==> config.mk <==
export PLATFORM = sky130hd
export DESIGN_NAME = safety_watchdog
export DESIGN_NICKNAME = d
export VERILOG_FILES = /design/src/include/watchdog_pkg.sv /design/src/core/watchdog_countdown.sv /design/src/core/safety_watchdog.sv
export SDC_FILE = /design/constraint.sdc
export NUM_CORES = 1
export LEC_CHECK = 0
export BUFFER_PORTS_ARGS = -buffer_cell sky130_fd_sc_hd__buf_2
export CAP_MARGIN = 20
export CORE_UTILIZATION = 53
export CTS_CLUSTER_DIAMETER = 80
export DETAILED_ROUTE_END_ITERATION = 7
export PLACE_DENSITY_LB_ADDON = 0.08
export SYNTH_ARGS = -nofsm -noshare
export SYNTH_HDL_FRONTEND = slang
export SYNTH_HIERARCHICAL = 1
export SYNTH_SLANG_ARGS = --single-unit
export TNS_END_PERCENT = 5
==> constraint.sdc <==
create_clock -name aclk -period 2.94 [get_ports aclk]
set_input_delay 0.147 -clock aclk [delete_from_list [all_inputs] [get_ports aclk]]
set_output_delay 0.147 -clock aclk [all_outputs]
set_load 0.01 [all_outputs]
==> src/include/watchdog_pkg.sv <==
package watchdog_pkg;

  //////////////////////////////////////////////////////////////////////////
  // register byte offsets
  localparam logic [7:0] MODE_OFF  = 8'h00;
  localparam logic [7:0] CTRL_OFF  = 8'h04;
  localparam logic [7:0] STAT_OFF  = 8'h08;
  localparam logic [7:0] COUNT_OFF = 8'h0C;

  //////////////////////////////////////////////////////////////////////////
  // mode register fields
  localparam int          MODE_VAL_LSB     = 0;
  localparam int          MODE_VAL_W       = 12;
  localparam int          MODE_FIEN_BIT    = 12;
  localparam int          MODE_RSTEN_BIT   = 13;
  localparam int          MODE_DIS_BIT     = 15;
  localparam int          MODE_DBGHLT_BIT  = 28;
  localparam int          MODE_IDLEHLT_BIT = 29;
  localparam logic [31:0] MODE_USED_MASK   = 32'h3000_BFFF;
  localparam logic [31:0] MODE_RESET       = 32'h0000_8FFF;

  //////////////////////////////////////////////////////////////////////////
  // control and status fields
  localparam int CTRL_RESTART_BIT = 0;
  localparam int CTRL_KEY_LSB     = 24;
  localparam int CTRL_KEY_W       = 8;
  localparam int STAT_UNF_BIT     = 0;
  localparam int STAT_ERR_BIT     = 1;

  //////////////////////////////////////////////////////////////////////////
  // slow clock prescaler and bus answers
  localparam int         PRESCALE_DIV = 128;
  localparam int         PRESCALE_W   = 7;
  localparam logic [1:0] RESP_OKAY    = 2'h0;
  localparam logic [1:0] RESP_SLVERR  = 2'h2;

endpackage

==> src/core/watchdog_countdown.sv <==
`timescale 1ns/1ps
module watchdog_countdown
  import watchdog_pkg::*;
#(
  parameter int CNT_W = MODE_VAL_W
) (
  // clock and reset
  input  wire logic             aclk,
  input  wire logic             aresetn,
  // control
  input  wire logic             slow_tick,
  input  wire logic             run,
  input  wire logic             restart,
  input  wire logic [CNT_W-1:0] load_value,
  // state
  output logic      [CNT_W-1:0] count,
  output logic                  underflow
);

  logic [PRESCALE_W-1:0] presc_reg;
  logic [CNT_W-1:0]      count_reg;
  logic                  unf_reg;
  logic                  step;

  // one decrement per full prescaler period of slow ticks
  assign step = run && slow_tick
             && (presc_reg == PRESCALE_W'(PRESCALE_DIV - 1));

  // prescaler: cleared and restarted on every restart
  always_ff @(posedge aclk) begin
    if (!aresetn || restart) begin
      presc_reg <= '0;
    end else if (run && slow_tick) begin
      presc_reg <= presc_reg + PRESCALE_W'(1);
    end
  end

  // down counter, reloads on restart and after an underflow
  always_ff @(posedge aclk) begin
    if (!aresetn) begin
      count_reg <= '0;
      unf_reg   <= 1'b0;
    end else begin
      unf_reg <= 1'b0;
      if (restart) begin
        count_reg <= load_value;
      end else if (step) begin
        if (count_reg == '0) begin
          unf_reg   <= 1'b1;
          count_reg <= load_value;
        end else begin
          count_reg <= count_reg - CNT_W'(1);
        end
      end
    end
  end

  assign count     = count_reg;
  assign underflow = unf_reg;

endmodule // watchdog_countdown

==> src/core/safety_watchdog.sv <==
`timescale 1ns/1ps
// Functional notes
// - the mode register takes only its first write after a processor reset.
// - the first mode write reloads the counter and restarts the countdown.
// - a restart command reloads the counter and restarts the prescaler.
// - control writes without the correct key field only set the error flag.
// - underflow with reset enable set asserts the fault line.
// - every underflow sets the underflow flag.
// - the interrupt follows underflow or error flag when enabled.
// - a fault leads to a reset that clears the watchdog and its flags.
// - reset or a status read clears flags, interrupt and fault line.
// - after power-on the watchdog is disabled.
// - debug or idle state freezes the counter when its halt bit is set.
module safety_watchdog
  import watchdog_pkg::*;
#(
  parameter int         CNT_W    = MODE_VAL_W,
  parameter logic [7:0] CTRL_KEY = 8'hA5 // arbitrary key value
) (
  // clock and reset
  input  wire logic        aclk,
  input  wire logic        aresetn,
  // axi4-lite write address
  input  wire logic [7:0]  s_axi_awaddr,
  input  wire logic [2:0]  s_axi_awprot,
  input  wire logic        s_axi_awvalid,
  output logic             s_axi_awready,
  // axi4-lite write data
  input  wire logic [31:0] s_axi_wdata,
  input  wire logic [3:0]  s_axi_wstrb,
  input  wire logic        s_axi_wvalid,
  output logic             s_axi_wready,
  // axi4-lite write response
  output logic [1:0]       s_axi_bresp,
  output logic             s_axi_bvalid,
  input  wire logic        s_axi_bready,
  // axi4-lite read address
  input  wire logic [7:0]  s_axi_araddr,
  input  wire logic [2:0]  s_axi_arprot,
  input  wire logic        s_axi_arvalid,
  output logic             s_axi_arready,
  // axi4-lite read data
  output logic [31:0]      s_axi_rdata,
  output logic [1:0]       s_axi_rresp,
  output logic             s_axi_rvalid,
  input  wire logic        s_axi_rready,
  // processor state and slow clock
  input  wire logic        slow_tick,
  input  wire logic        debug_state,
  input  wire logic        idle_state,
  // toward interrupt and reset controllers
  output logic             watchdog_irq,
  output logic             watchdog_fault
);

  ////////////////////////////////////////////////////////////////////////////
  // helpers

  // merge written bytes into an old word under the byte strobes
  function automatic logic [31:0] merge_bytes(input logic [31:0] old_w,
                                              input logic [31:0] new_w,
                                              input logic [3:0]  strb);
    logic [31:0] res;
    res = old_w;
    for (int i = 0; i < 4; i++) begin
      if (strb[i]) begin
        res[i*8 +: 8] = new_w[i*8 +: 8];
      end
    end
    return res;
  endfunction

  // word address decode, true for a mapped register
  function automatic logic is_mapped(input logic [7:0] addr);
    return (addr == MODE_OFF) || (addr == CTRL_OFF)
        || (addr == STAT_OFF) || (addr == COUNT_OFF);
  endfunction

  ////////////////////////////////////////////////////////////////////////////
  // declarations

  logic [7:0]       aw_addr_reg;
  logic             aw_held_reg;
  logic [31:0]      w_data_reg;
  logic [3:0]       w_strb_reg;
  logic             w_held_reg;
  logic             bvalid_reg;
  logic [1:0]       bresp_reg;
  logic             rvalid_reg;
  logic [1:0]       rresp_reg;
  logic [31:0]      rdata_reg;
  logic [31:0]      mode_reg;
  logic             mode_locked_reg;
  logic             unf_flag_reg;
  logic             err_flag_reg;
  logic             fault_reg;
  logic             irq_reg;
  logic             wr_fire;
  logic             rd_fire;
  logic             mode_wr;
  logic             ctrl_wr;
  logic             key_ok;
  logic             restart_cmd;
  logic             reload;
  logic             stat_read;
  logic             halted;
  logic             run;
  logic             underflow;
  logic [CNT_W-1:0] count;
  logic [31:0]      ctrl_word;
  logic             unf_next;
  logic             err_next;
  logic [31:0]      mode_next;
  logic [31:0]      load_word;

  ////////////////////////////////////////////////////////////////////////////
  // write channel: address and data taken in either order

  // a new half is refused until the response is taken, so one write at
  // most is under way
  assign s_axi_awready = !aw_held_reg && !bvalid_reg;
  assign s_axi_wready  = !w_held_reg && !bvalid_reg;
  assign wr_fire       = aw_held_reg && w_held_reg && !bvalid_reg;

  // hold the write address until the data is also present
  always_ff @(posedge aclk) begin
    if (!aresetn) begin
      aw_held_reg <= 1'b0;
      aw_addr_reg <= 8'h00;
    end else if (s_axi_awvalid && s_axi_awready) begin
      aw_held_reg <= 1'b1;
      aw_addr_reg <= {s_axi_awaddr[7:2], 2'b00};
    end else if (wr_fire) begin
      aw_held_reg <= 1'b0;
    end
  end

  // hold the write data until the address is also present
  always_ff @(posedge aclk) begin
    if (!aresetn) begin
      w_held_reg <= 1'b0;
      w_data_reg <= 32'h0000_0000;
      w_strb_reg <= 4'h0;
    end else if (s_axi_wvalid && s_axi_wready) begin
      w_held_reg <= 1'b1;
      w_data_reg <= s_axi_wdata;
      w_strb_reg <= s_axi_wstrb;
    end else if (wr_fire) begin
      w_held_reg <= 1'b0;
    end
  end

  // write response, one cycle after both halves are held
  always_ff @(posedge aclk) begin
    if (!aresetn) begin
      bvalid_reg <= 1'b0;
      bresp_reg  <= RESP_OKAY;
    end else if (wr_fire) begin
      bvalid_reg <= 1'b1;
      bresp_reg  <= is_mapped(aw_addr_reg) ? RESP_OKAY : RESP_SLVERR;
    end else if (s_axi_bready) begin
      bvalid_reg <= 1'b0;
    end
  end

  assign s_axi_bvalid = bvalid_reg;
  assign s_axi_bresp  = bresp_reg;

  ////////////////////////////////////////////////////////////////////////////
  // read channel

  // a status read clears the flags at its address edge, while the data
  // word still carries the flags as they stood before the clear
  assign s_axi_arready = !rvalid_reg;
  assign rd_fire       = s_axi_arvalid && s_axi_arready;
  assign stat_read     = rd_fire && (s_axi_araddr[7:2] == STAT_OFF[7:2]);

  // read data is captured when the address is taken
  always_ff @(posedge aclk) begin
    if (!aresetn) begin
      rvalid_reg <= 1'b0;
      rresp_reg  <= RESP_OKAY;
      rdata_reg  <= 32'h0000_0000;
    end else if (rd_fire) begin
      rvalid_reg <= 1'b1;
      rresp_reg  <= RESP_OKAY;
      rdata_reg  <= 32'h0000_0000;
      case ({s_axi_araddr[7:2], 2'b00})
        MODE_OFF:  rdata_reg <= mode_reg;
        STAT_OFF: begin
          rdata_reg[STAT_UNF_BIT] <= unf_flag_reg;
          rdata_reg[STAT_ERR_BIT] <= err_flag_reg;
        end
        COUNT_OFF: rdata_reg[CNT_W-1:0] <= count;
        CTRL_OFF:  rdata_reg <= 32'h0000_0000; // write only
        default:   rresp_reg <= RESP_SLVERR;
      endcase
    end else if (s_axi_rready) begin
      rvalid_reg <= 1'b0;
    end
  end

  assign s_axi_rvalid = rvalid_reg;
  assign s_axi_rresp  = rresp_reg;
  assign s_axi_rdata  = rdata_reg;

  ////////////////////////////////////////////////////////////////////////////
  // register write decode

  assign mode_wr     = wr_fire && (aw_addr_reg == MODE_OFF);
  assign ctrl_wr     = wr_fire && (aw_addr_reg == CTRL_OFF);
  assign ctrl_word   = merge_bytes(32'h0000_0000, w_data_reg, w_strb_reg);
  assign key_ok      = ctrl_word[CTRL_KEY_LSB +: CTRL_KEY_W] == CTRL_KEY;
  assign restart_cmd = ctrl_wr && key_ok
                    && ctrl_word[CTRL_RESTART_BIT];
  assign reload      = restart_cmd
                    || (mode_wr && !mode_locked_reg);

  // word that the first mode write leaves behind; the countdown loads from
  // it at the write edge, since the mode register still shows the old word
  // during that cycle
  assign mode_next = merge_bytes(mode_reg, w_data_reg, w_strb_reg)
                   & MODE_USED_MASK;
  assign load_word = (mode_wr && !mode_locked_reg) ? mode_next
                                                   : mode_reg;

  // mode register: first write only, reset value keeps it disabled
  always_ff @(posedge aclk) begin
    if (!aresetn) begin
      mode_reg        <= MODE_RESET;
      mode_locked_reg <= 1'b0;
    end else if (mode_wr && !mode_locked_reg) begin
      mode_reg        <= mode_next;
      mode_locked_reg <= 1'b1;
    end
  end

  ////////////////////////////////////////////////////////////////////////////
  // countdown

  // the power-on mode word has the disable bit set, so nothing counts
  // freeze in debug or idle state when the matching halt bit is set
  assign halted = (debug_state && mode_reg[MODE_DBGHLT_BIT])
               || (idle_state && mode_reg[MODE_IDLEHLT_BIT]);
  assign run    = !mode_reg[MODE_DIS_BIT] && !halted;

  watchdog_countdown #(
    .CNT_W (CNT_W)
  ) u_countdown (
    .aclk       (aclk),
    .aresetn    (aresetn),
    .slow_tick  (slow_tick),
    .run        (run),
    .restart    (reload),
    .load_value (load_word[MODE_VAL_LSB +: CNT_W]),
    .count      (count),
    .underflow  (underflow)
  );

  ////////////////////////////////////////////////////////////////////////////
  // status flags, interrupt and fault line

  // a new event wins over a clearing status read in the same cycle
  // an error is a control write whose key field does not match
  assign unf_next = underflow || (unf_flag_reg && !stat_read);
  assign err_next = (ctrl_wr && !key_ok)
                 || (err_flag_reg && !stat_read);

  // sticky flags
  // any reset, the watchdog reset included, returns both to zero
  always_ff @(posedge aclk) begin
    if (!aresetn) begin
      unf_flag_reg <= 1'b0;
      err_flag_reg <= 1'b0;
    end else begin
      unf_flag_reg <= unf_next;
      err_flag_reg <= err_next;
    end
  end

  // interrupt level tracks the flags when enabled
  always_ff @(posedge aclk) begin
    if (!aresetn) begin
      irq_reg <= 1'b0;
    end else begin
      irq_reg <= mode_reg[MODE_FIEN_BIT] && (unf_next || err_next);
    end
  end

  // fault toward the reset controller, held until read or reset
  // with reset enable clear an underflow only sets the flag
  always_ff @(posedge aclk) begin
    if (!aresetn) begin
      fault_reg <= 1'b0;
    end else if (underflow && mode_reg[MODE_RSTEN_BIT]) begin
      fault_reg <= 1'b1;
    end else if (stat_read) begin
      fault_reg <= 1'b0;
    end
  end

  assign watchdog_irq   = irq_reg;
  assign watchdog_fault = fault_reg;

endmodule // safety_watchdog

==> results of run 1 <==
worst paths after layout:
path,to,start,slack (ns)
max,u_countdown/count[10]$_SDFFE_PN0P_,aw_addr_reg[4]$_SDFFE_PN0P_,0.48
min,w_strb_reg[1]$_SDFFE_PN0P_,s_axi_wstrb[1],0.007
max reg2reg,u_countdown/count[10]$_SDFFE_PN0P_,aw_addr_reg[4]$_SDFFE_PN0P_,0.48
min reg2reg,w_data_reg[10]$_SDFFE_PN0P_,w_data_reg[10]$_SDFFE_PN0P_,0.46
final cells by class:
class,count,area [um^2],area share [%]
inverter,10,37.5,0.764
multi-input combinational,362,2170,44.1
clock inverter,7,101,2.06
tap,102,128,2.60
sequential,97,1940,39.5
clock buffer,9,124,2.52
timing repair buffer,80,418,8.50
kinds of logic after synthesis:
group | count (synthesis) | share of synthesized area, %
simple gates | 206 | 25.3
compound gates | 108 | 15.8
flops | 97 | 45.0
buf+inv | 53 | 6.26
mux | 23 | 5.74
xor+xnor | 5 | 1.01
fa+ha+maj | 3 | 0.869
other cells | 1 | 0.0868
worst max-delay path, stage by stage (launching register included):
cell and delay (ns):
dfxtp_1 0.35, nor4_4 0.47, nand4b_1 0.19, nor2_1 0.14, a31o_2 0.34, a41o_1 0.39, nand2_1 0.25, o221ai_1 0.24
cells in the final DEF (no fill, tap or decap), drive strengths merged, types with 12 or more instances in the layout:
cell   netlist  final
dfxtp       97     97
buf         23     80
nand2       78     78
nor2        46     46
a21oi       44     44
o21ai       20     20
conb         1     17
or2         15     15
mux2        14     14
nor3        12     12
Yosys cell counts, drive strengths merged (2+ instances only):
master    n  share of area [%]
nor3b     3               0.52
a221oi   11                2.2
o31ai     2               0.35
and4      2               0.41
ha        3               0.87
a211o     2               0.41
mux2i     9                2.1
or3       2               0.29
clkbuf   20                1.7
a31o      2               0.41
and3b     2               0.41
nand4b    3               0.61
dfxtp    97                 45
o22ai     2               0.29
nor2     46                4.0
o21ai    20                2.3
nand2b    5               0.72
and3      4               0.61
inv       9               0.78
nor4      8                2.0
a22o      2               0.41
or2      15                2.2
a31oi     2               0.29
nand3    11                1.3
nand4     4                1.4
mux2     14                3.7
a21oi    44                5.1
nor3     12                1.9
buf      23                3.7
xor2      5                1.0
nand2    78                6.8
a2bb2oi   2               0.41
and2      5               0.72
a22oi     9                1.6
power breakdown:
| part | total (mW) | leakage, nW | internal [mW] | switching (mW) |
|---|---|---|---|---|
| clock network | 0.972 | 0.112 | 0.488 | 0.484 |
| logic | 0.554 | 1.16 | 0.216 | 0.338 |
| registers | 1.43 | 0.791 | 1.37 | 0.0561 |
| total | 2.96 | 2.06 | 2.08 | 0.878 |
layer usage:
layer	part of all wire, %	track usage [%]
met5	0	0
met4	1.1	7.03
met3	4.3	3.32
met2	47	41.2
met1	47	32.1
==> impl_metrics.tcl, run 1 <==
set metrics [dict create \
    yosysWarnings 6 \
    clock-sinks 97 \
    p_per_area_nw_per_um2 601 \
    crit_required_ns 3.22 \
    critPathKind "flip-flop to flip-flop" \
    clk_pin_slew_ns 0.10 \
    drive_gt1_share_pct 22.1 \
    grt_pass1_wl_um 16400 \
    initial_utilization_pct 55.3 \
    vias_per_cell 5.44 \
    ys_seq_area_share_pct 45.0 \
    fin_util_pct 63.0 \
    layout.cells.non_filler 667 \
    path_max_fanout 12 \
    syn_avg_cell_area_um2 8.71 \
    clock_path_buffers 2 \
    fillers 721 \
    cts_buffers 9 \
    synth_edf_count 0 \
    core_um2 7810 \
    num_rows 32 \
    hold_slack_ns 0.00695 \
    min_path_type "input port to flip-flop" \
    synth.cell_area_um2 4320 \
    hold_violations 0 \
    status "completed" \
    maxCapViolations 0 \
    nNetsFinal 631 \
    diodes 0 \
    hpwl_um 7110 \
    htreeDepth 3 \
    ys_ff_latch 97 \
    finalSetupViolCount 0 \
    drtAntennaViolNets 0 \
    dr.pass1.iters 4 \
    max_freq_mhz 407 \
    wl_per_cell_um 15.0 \
    cts_tree "done" \
    place_congestion 0.883 \
    synthArstFlopShare_pct 0 \
    drc 0 \
    worstMarginPinSlew_ns 0.900 \
    report.final.slew_viol_count 0 \
    worstPathArrival_ns 2.74 \
    placed_cell_area_um2 4690 \
    grt_util_all_layers_pct 24.3 \
    drtIter0Drc 168 \
    port_buffers 73 \
    cts-resized-gates 0 \
    largest_reg_flops 23 \
    setup_slack_ns 0.482 \
    grt_overflow_total 0 \
    synthDistinctLibCells 61 \
    die_w_um 92.3 \
    die_h_um 92.3 \
    period_minus_slack_ns 2.46 \
    first_global_vias 3396 \
    fin_skew_ns 0.0113 \
    dp_slack_ns 0.536 \
    vias 3627 \
    area_delta_synth_final_pct 13.9 \
    total_power_mw 2.96 \
    post-place-cells 651 \
    grt_max_degree 38 \
    clock_latency_ns 0.36 \
    ctsHoldBuffers 0 \
    finalCritPeriodShare_pct 83.6 \
    grt_antenna_before_repair 0 \
    setup_tns_ns 0 \
    rsz0062_at_grt "no" \
    syn_inst 496 \
    post-cts-setup-buffers 0 \
    vdd_drop_max_v 0.000342 \
    slew_headroom_pct 40.0 \
    wirelength_um 10000 \
    synth-main-ff-cell "dfxtp_1" \
    setup.worst_path.end_class "flip-flop" \
    final_area_um2 4920 \
    leakage_nw 2.06 \
    io_pins 111 \
    dieArea_um2 8510 \
    whs_path_depth 3 \
    critPathLaunchType "flip-flop" \
    worstRegToRegCells 7 \
    clockRootBuffer "clkbuf_8" \
]
(Power assumes the default switching activity.)
==> inputs of run 2 (changes only) <==
--- a/config.mk
+++ b/config.mk
@@ -7,7 +7,7 @@
 export LEC_CHECK = 0
 export BUFFER_PORTS_ARGS = -buffer_cell sky130_fd_sc_hd__buf_2
 export CAP_MARGIN = 20
-export CORE_UTILIZATION = 53
+export CORE_UTILIZATION = 48
 export CTS_CLUSTER_DIAMETER = 80
 export DETAILED_ROUTE_END_ITERATION = 7
 export PLACE_DENSITY_LB_ADDON = 0.08
==> constraint.sdc (replaced) <==
create_clock -name aclk -period 2.15 [get_ports aclk]
set_input_delay 0.1075 -clock aclk [delete_from_list [all_inputs] [get_ports aclk]]
set_output_delay 0.1075 -clock aclk [all_outputs]
set_load 0.01 [all_outputs]
==> run 2 against run 1 <==
Clock-buffer cell count up 1. Power up 41%. Combinational power grew 84%. Sequential share of layout area fell by 4.3 points. Via count grew 10%. Critical endpoint is now u_countdown/count[8]$_SDFFE_PN0P_. Critical path depth grew 2. Fmax grew 21%. Wire length rose by 14%. Register-to-register slack got worse by 0.36 ns. Setup slack got worse by 0.36 ns. Largest power group unchanged.
==> impl_metrics.tcl, run 2 (synthesized netlist as in run 1, its figures left out) <==
set metrics [dict create \
    status "completed" \
    leakage_nw 2.34 \
    clock_latency_ns 0.36 \
    port_buffers 73 \
    grt_pass1_wl_um 18300 \
    nNetsFinal 689 \
    grt_max_degree 40 \
    max_freq_mhz 493 \
    final_area_um2 5530 \
    worstPathArrival_ns 2.29 \
    grt_util_all_layers_pct 24.0 \
    path_max_fanout 5 \
    area_delta_synth_final_pct 28.1 \
    cts_tree "done" \
    diodes 0 \
    drtIter0Drc 177 \
    die_h_um 96.8 \
    post-place-cells 678 \
    grt_overflow_total 0 \
    hpwl_um 7570 \
    num_rows 34 \
    p_per_area_nw_per_um2 756 \
    vias_per_cell 5.48 \
    rsz0062_at_grt "yes" \
    worstMarginPinSlew_ns 0.800 \
    final_common_cell "dfxtp_1" \
    report.final.slew_viol_count 0 \
    drtAntennaViolNets 0 \
    grt_antenna_before_repair 0 \
    crit_required_ns 2.41 \
    hold_slack_ns 0.0252 \
    clk_pin_slew_ns 0.10 \
    dieArea_um2 9380 \
    dr.pass1.iters 4 \
    final_cell_mix "dfxtp_1, nand2_1, buf_2, nor2_1, a21oi_1" \
    setup.worst_path.end_class "flip-flop" \
    clock_path_buffers 2 \
    placed_cell_area_um2 4860 \
    largest_reg_flops 23 \
    critPathLaunchType "flip-flop" \
    setup_tns_ns 0 \
    htreeDepth 3 \
    wirelength_um 11400 \
    total_power_mw 4.18 \
    clockRootBuffer "clkbuf_8" \
    finalSetupViolCount 0 \
    min_path_type "input port to flip-flop" \
    initial_utilization_pct 49.5 \
    maxCapViolations 0 \
    first_global_vias 3767 \
    layout.cells.non_filler 731 \
    wl_per_cell_um 15.5 \
    critPathKind "flip-flop to flip-flop" \
    vias 4004 \
    core_um2 8720 \
    fin_skew_ns 0.00905 \
    place_congestion 0.896 \
    die_w_um 96.8 \
    finalCritPeriodShare_pct 94.4 \
    drc 0 \
    clock-sinks 97 \
    hold_violations 0 \
    period_minus_slack_ns 2.03 \
    slew_headroom_pct 46.7 \
    cts_buffers 9 \
    drive_gt1_share_pct 26.6 \
    io_pins 111 \
    vdd_drop_max_v 0.000369 \
]
[run 2: changes by cell type in the layout (fill, tap and decap cells not counted), sizes merged, moves of 2 or more]
cell	before	now
bufinv	2	0
dlygate4sd3	0	33
buf	80	104
inv	11	13
[run 2: timing repair]
action | in CTS | in global routing
hold endpoints to repair | 33 | 0
setup endpoints to repair | 0 | 12
setup buffers | 0 | 3
hold buffers | 33 | 0
gates resized for setup | 0 | 22
[run 2: where the power goes]
part,switching (mW),internal [mW]
logic,0.551,0.471
registers,0.0732,1.88
clock network,0.689,0.518
[run 2: final timing paths]
check             slack, ns  cells after the start                   startpoint                                 to
setup / recovery       0.12                      9  aw_addr_reg[7]$_SDFFE_PN0P_  u_countdown/count[8]$_SDFFE_PN0P_
hold / removal         0.03                      4                 s_axi_bready          s_axi_bvalid$_SDFFE_PN0P_
setup reg to reg       0.12                      9  aw_addr_reg[7]$_SDFFE_PN0P_  u_countdown/count[8]$_SDFFE_PN0P_
hold reg to reg        0.45                      2    mode_reg[12]$_SDFFE_PN0P_            watchdog_irq$_SDFF_PN0_
[run 2: critical path: stages, from the launching register on]
cell and delay [ns]:
dfxtp_2 0.35, nor4_4 0.38, nand4b_1 0.17, nor2_1 0.11, a31o_2 0.29, a31oi_4 0.06, buf_6 0.17, buf_12 0.13
mux2i_2 0.18, o21ai_1 0.08
[run 2: stage by stage]
stage          utilization [%]  setup slack, ns
6_report                  63.4            0.121
5_1_grt                   63.4          -0.0415
4_1_cts                   61.9          0.00743
3_5_place_dp              55.7           0.0443
3_3_place_gp              55.7           0.0848
2_1_floorplan                -          0.00414
[run 2: cell type report]
type	instances	area [um^2]
Clock buffer	10	149
Multi-Input combinational cell	363	2250
Fill cell	783	3190
Sequential cell	97	1950
Inverter	10	37.5
Tap cell	108	135
Timing Repair Buffer	137	952
Clock inverter	6	56.3
[run 2: per-layer routing]
| metal | GRT usage [%] | share of wire [%] | vias to the layer above |
|---|---|---|---|
| li1 | - | - | 1953 |
| met1 | 31.2 | 45 | 1904 |
| met2 | 39.9 | 48 | 123 |
| met3 | 3.11 | 3.9 | 24 |
| met4 | 10.3 | 2.2 | 0 |
| met5 | 0 | 0 | - |
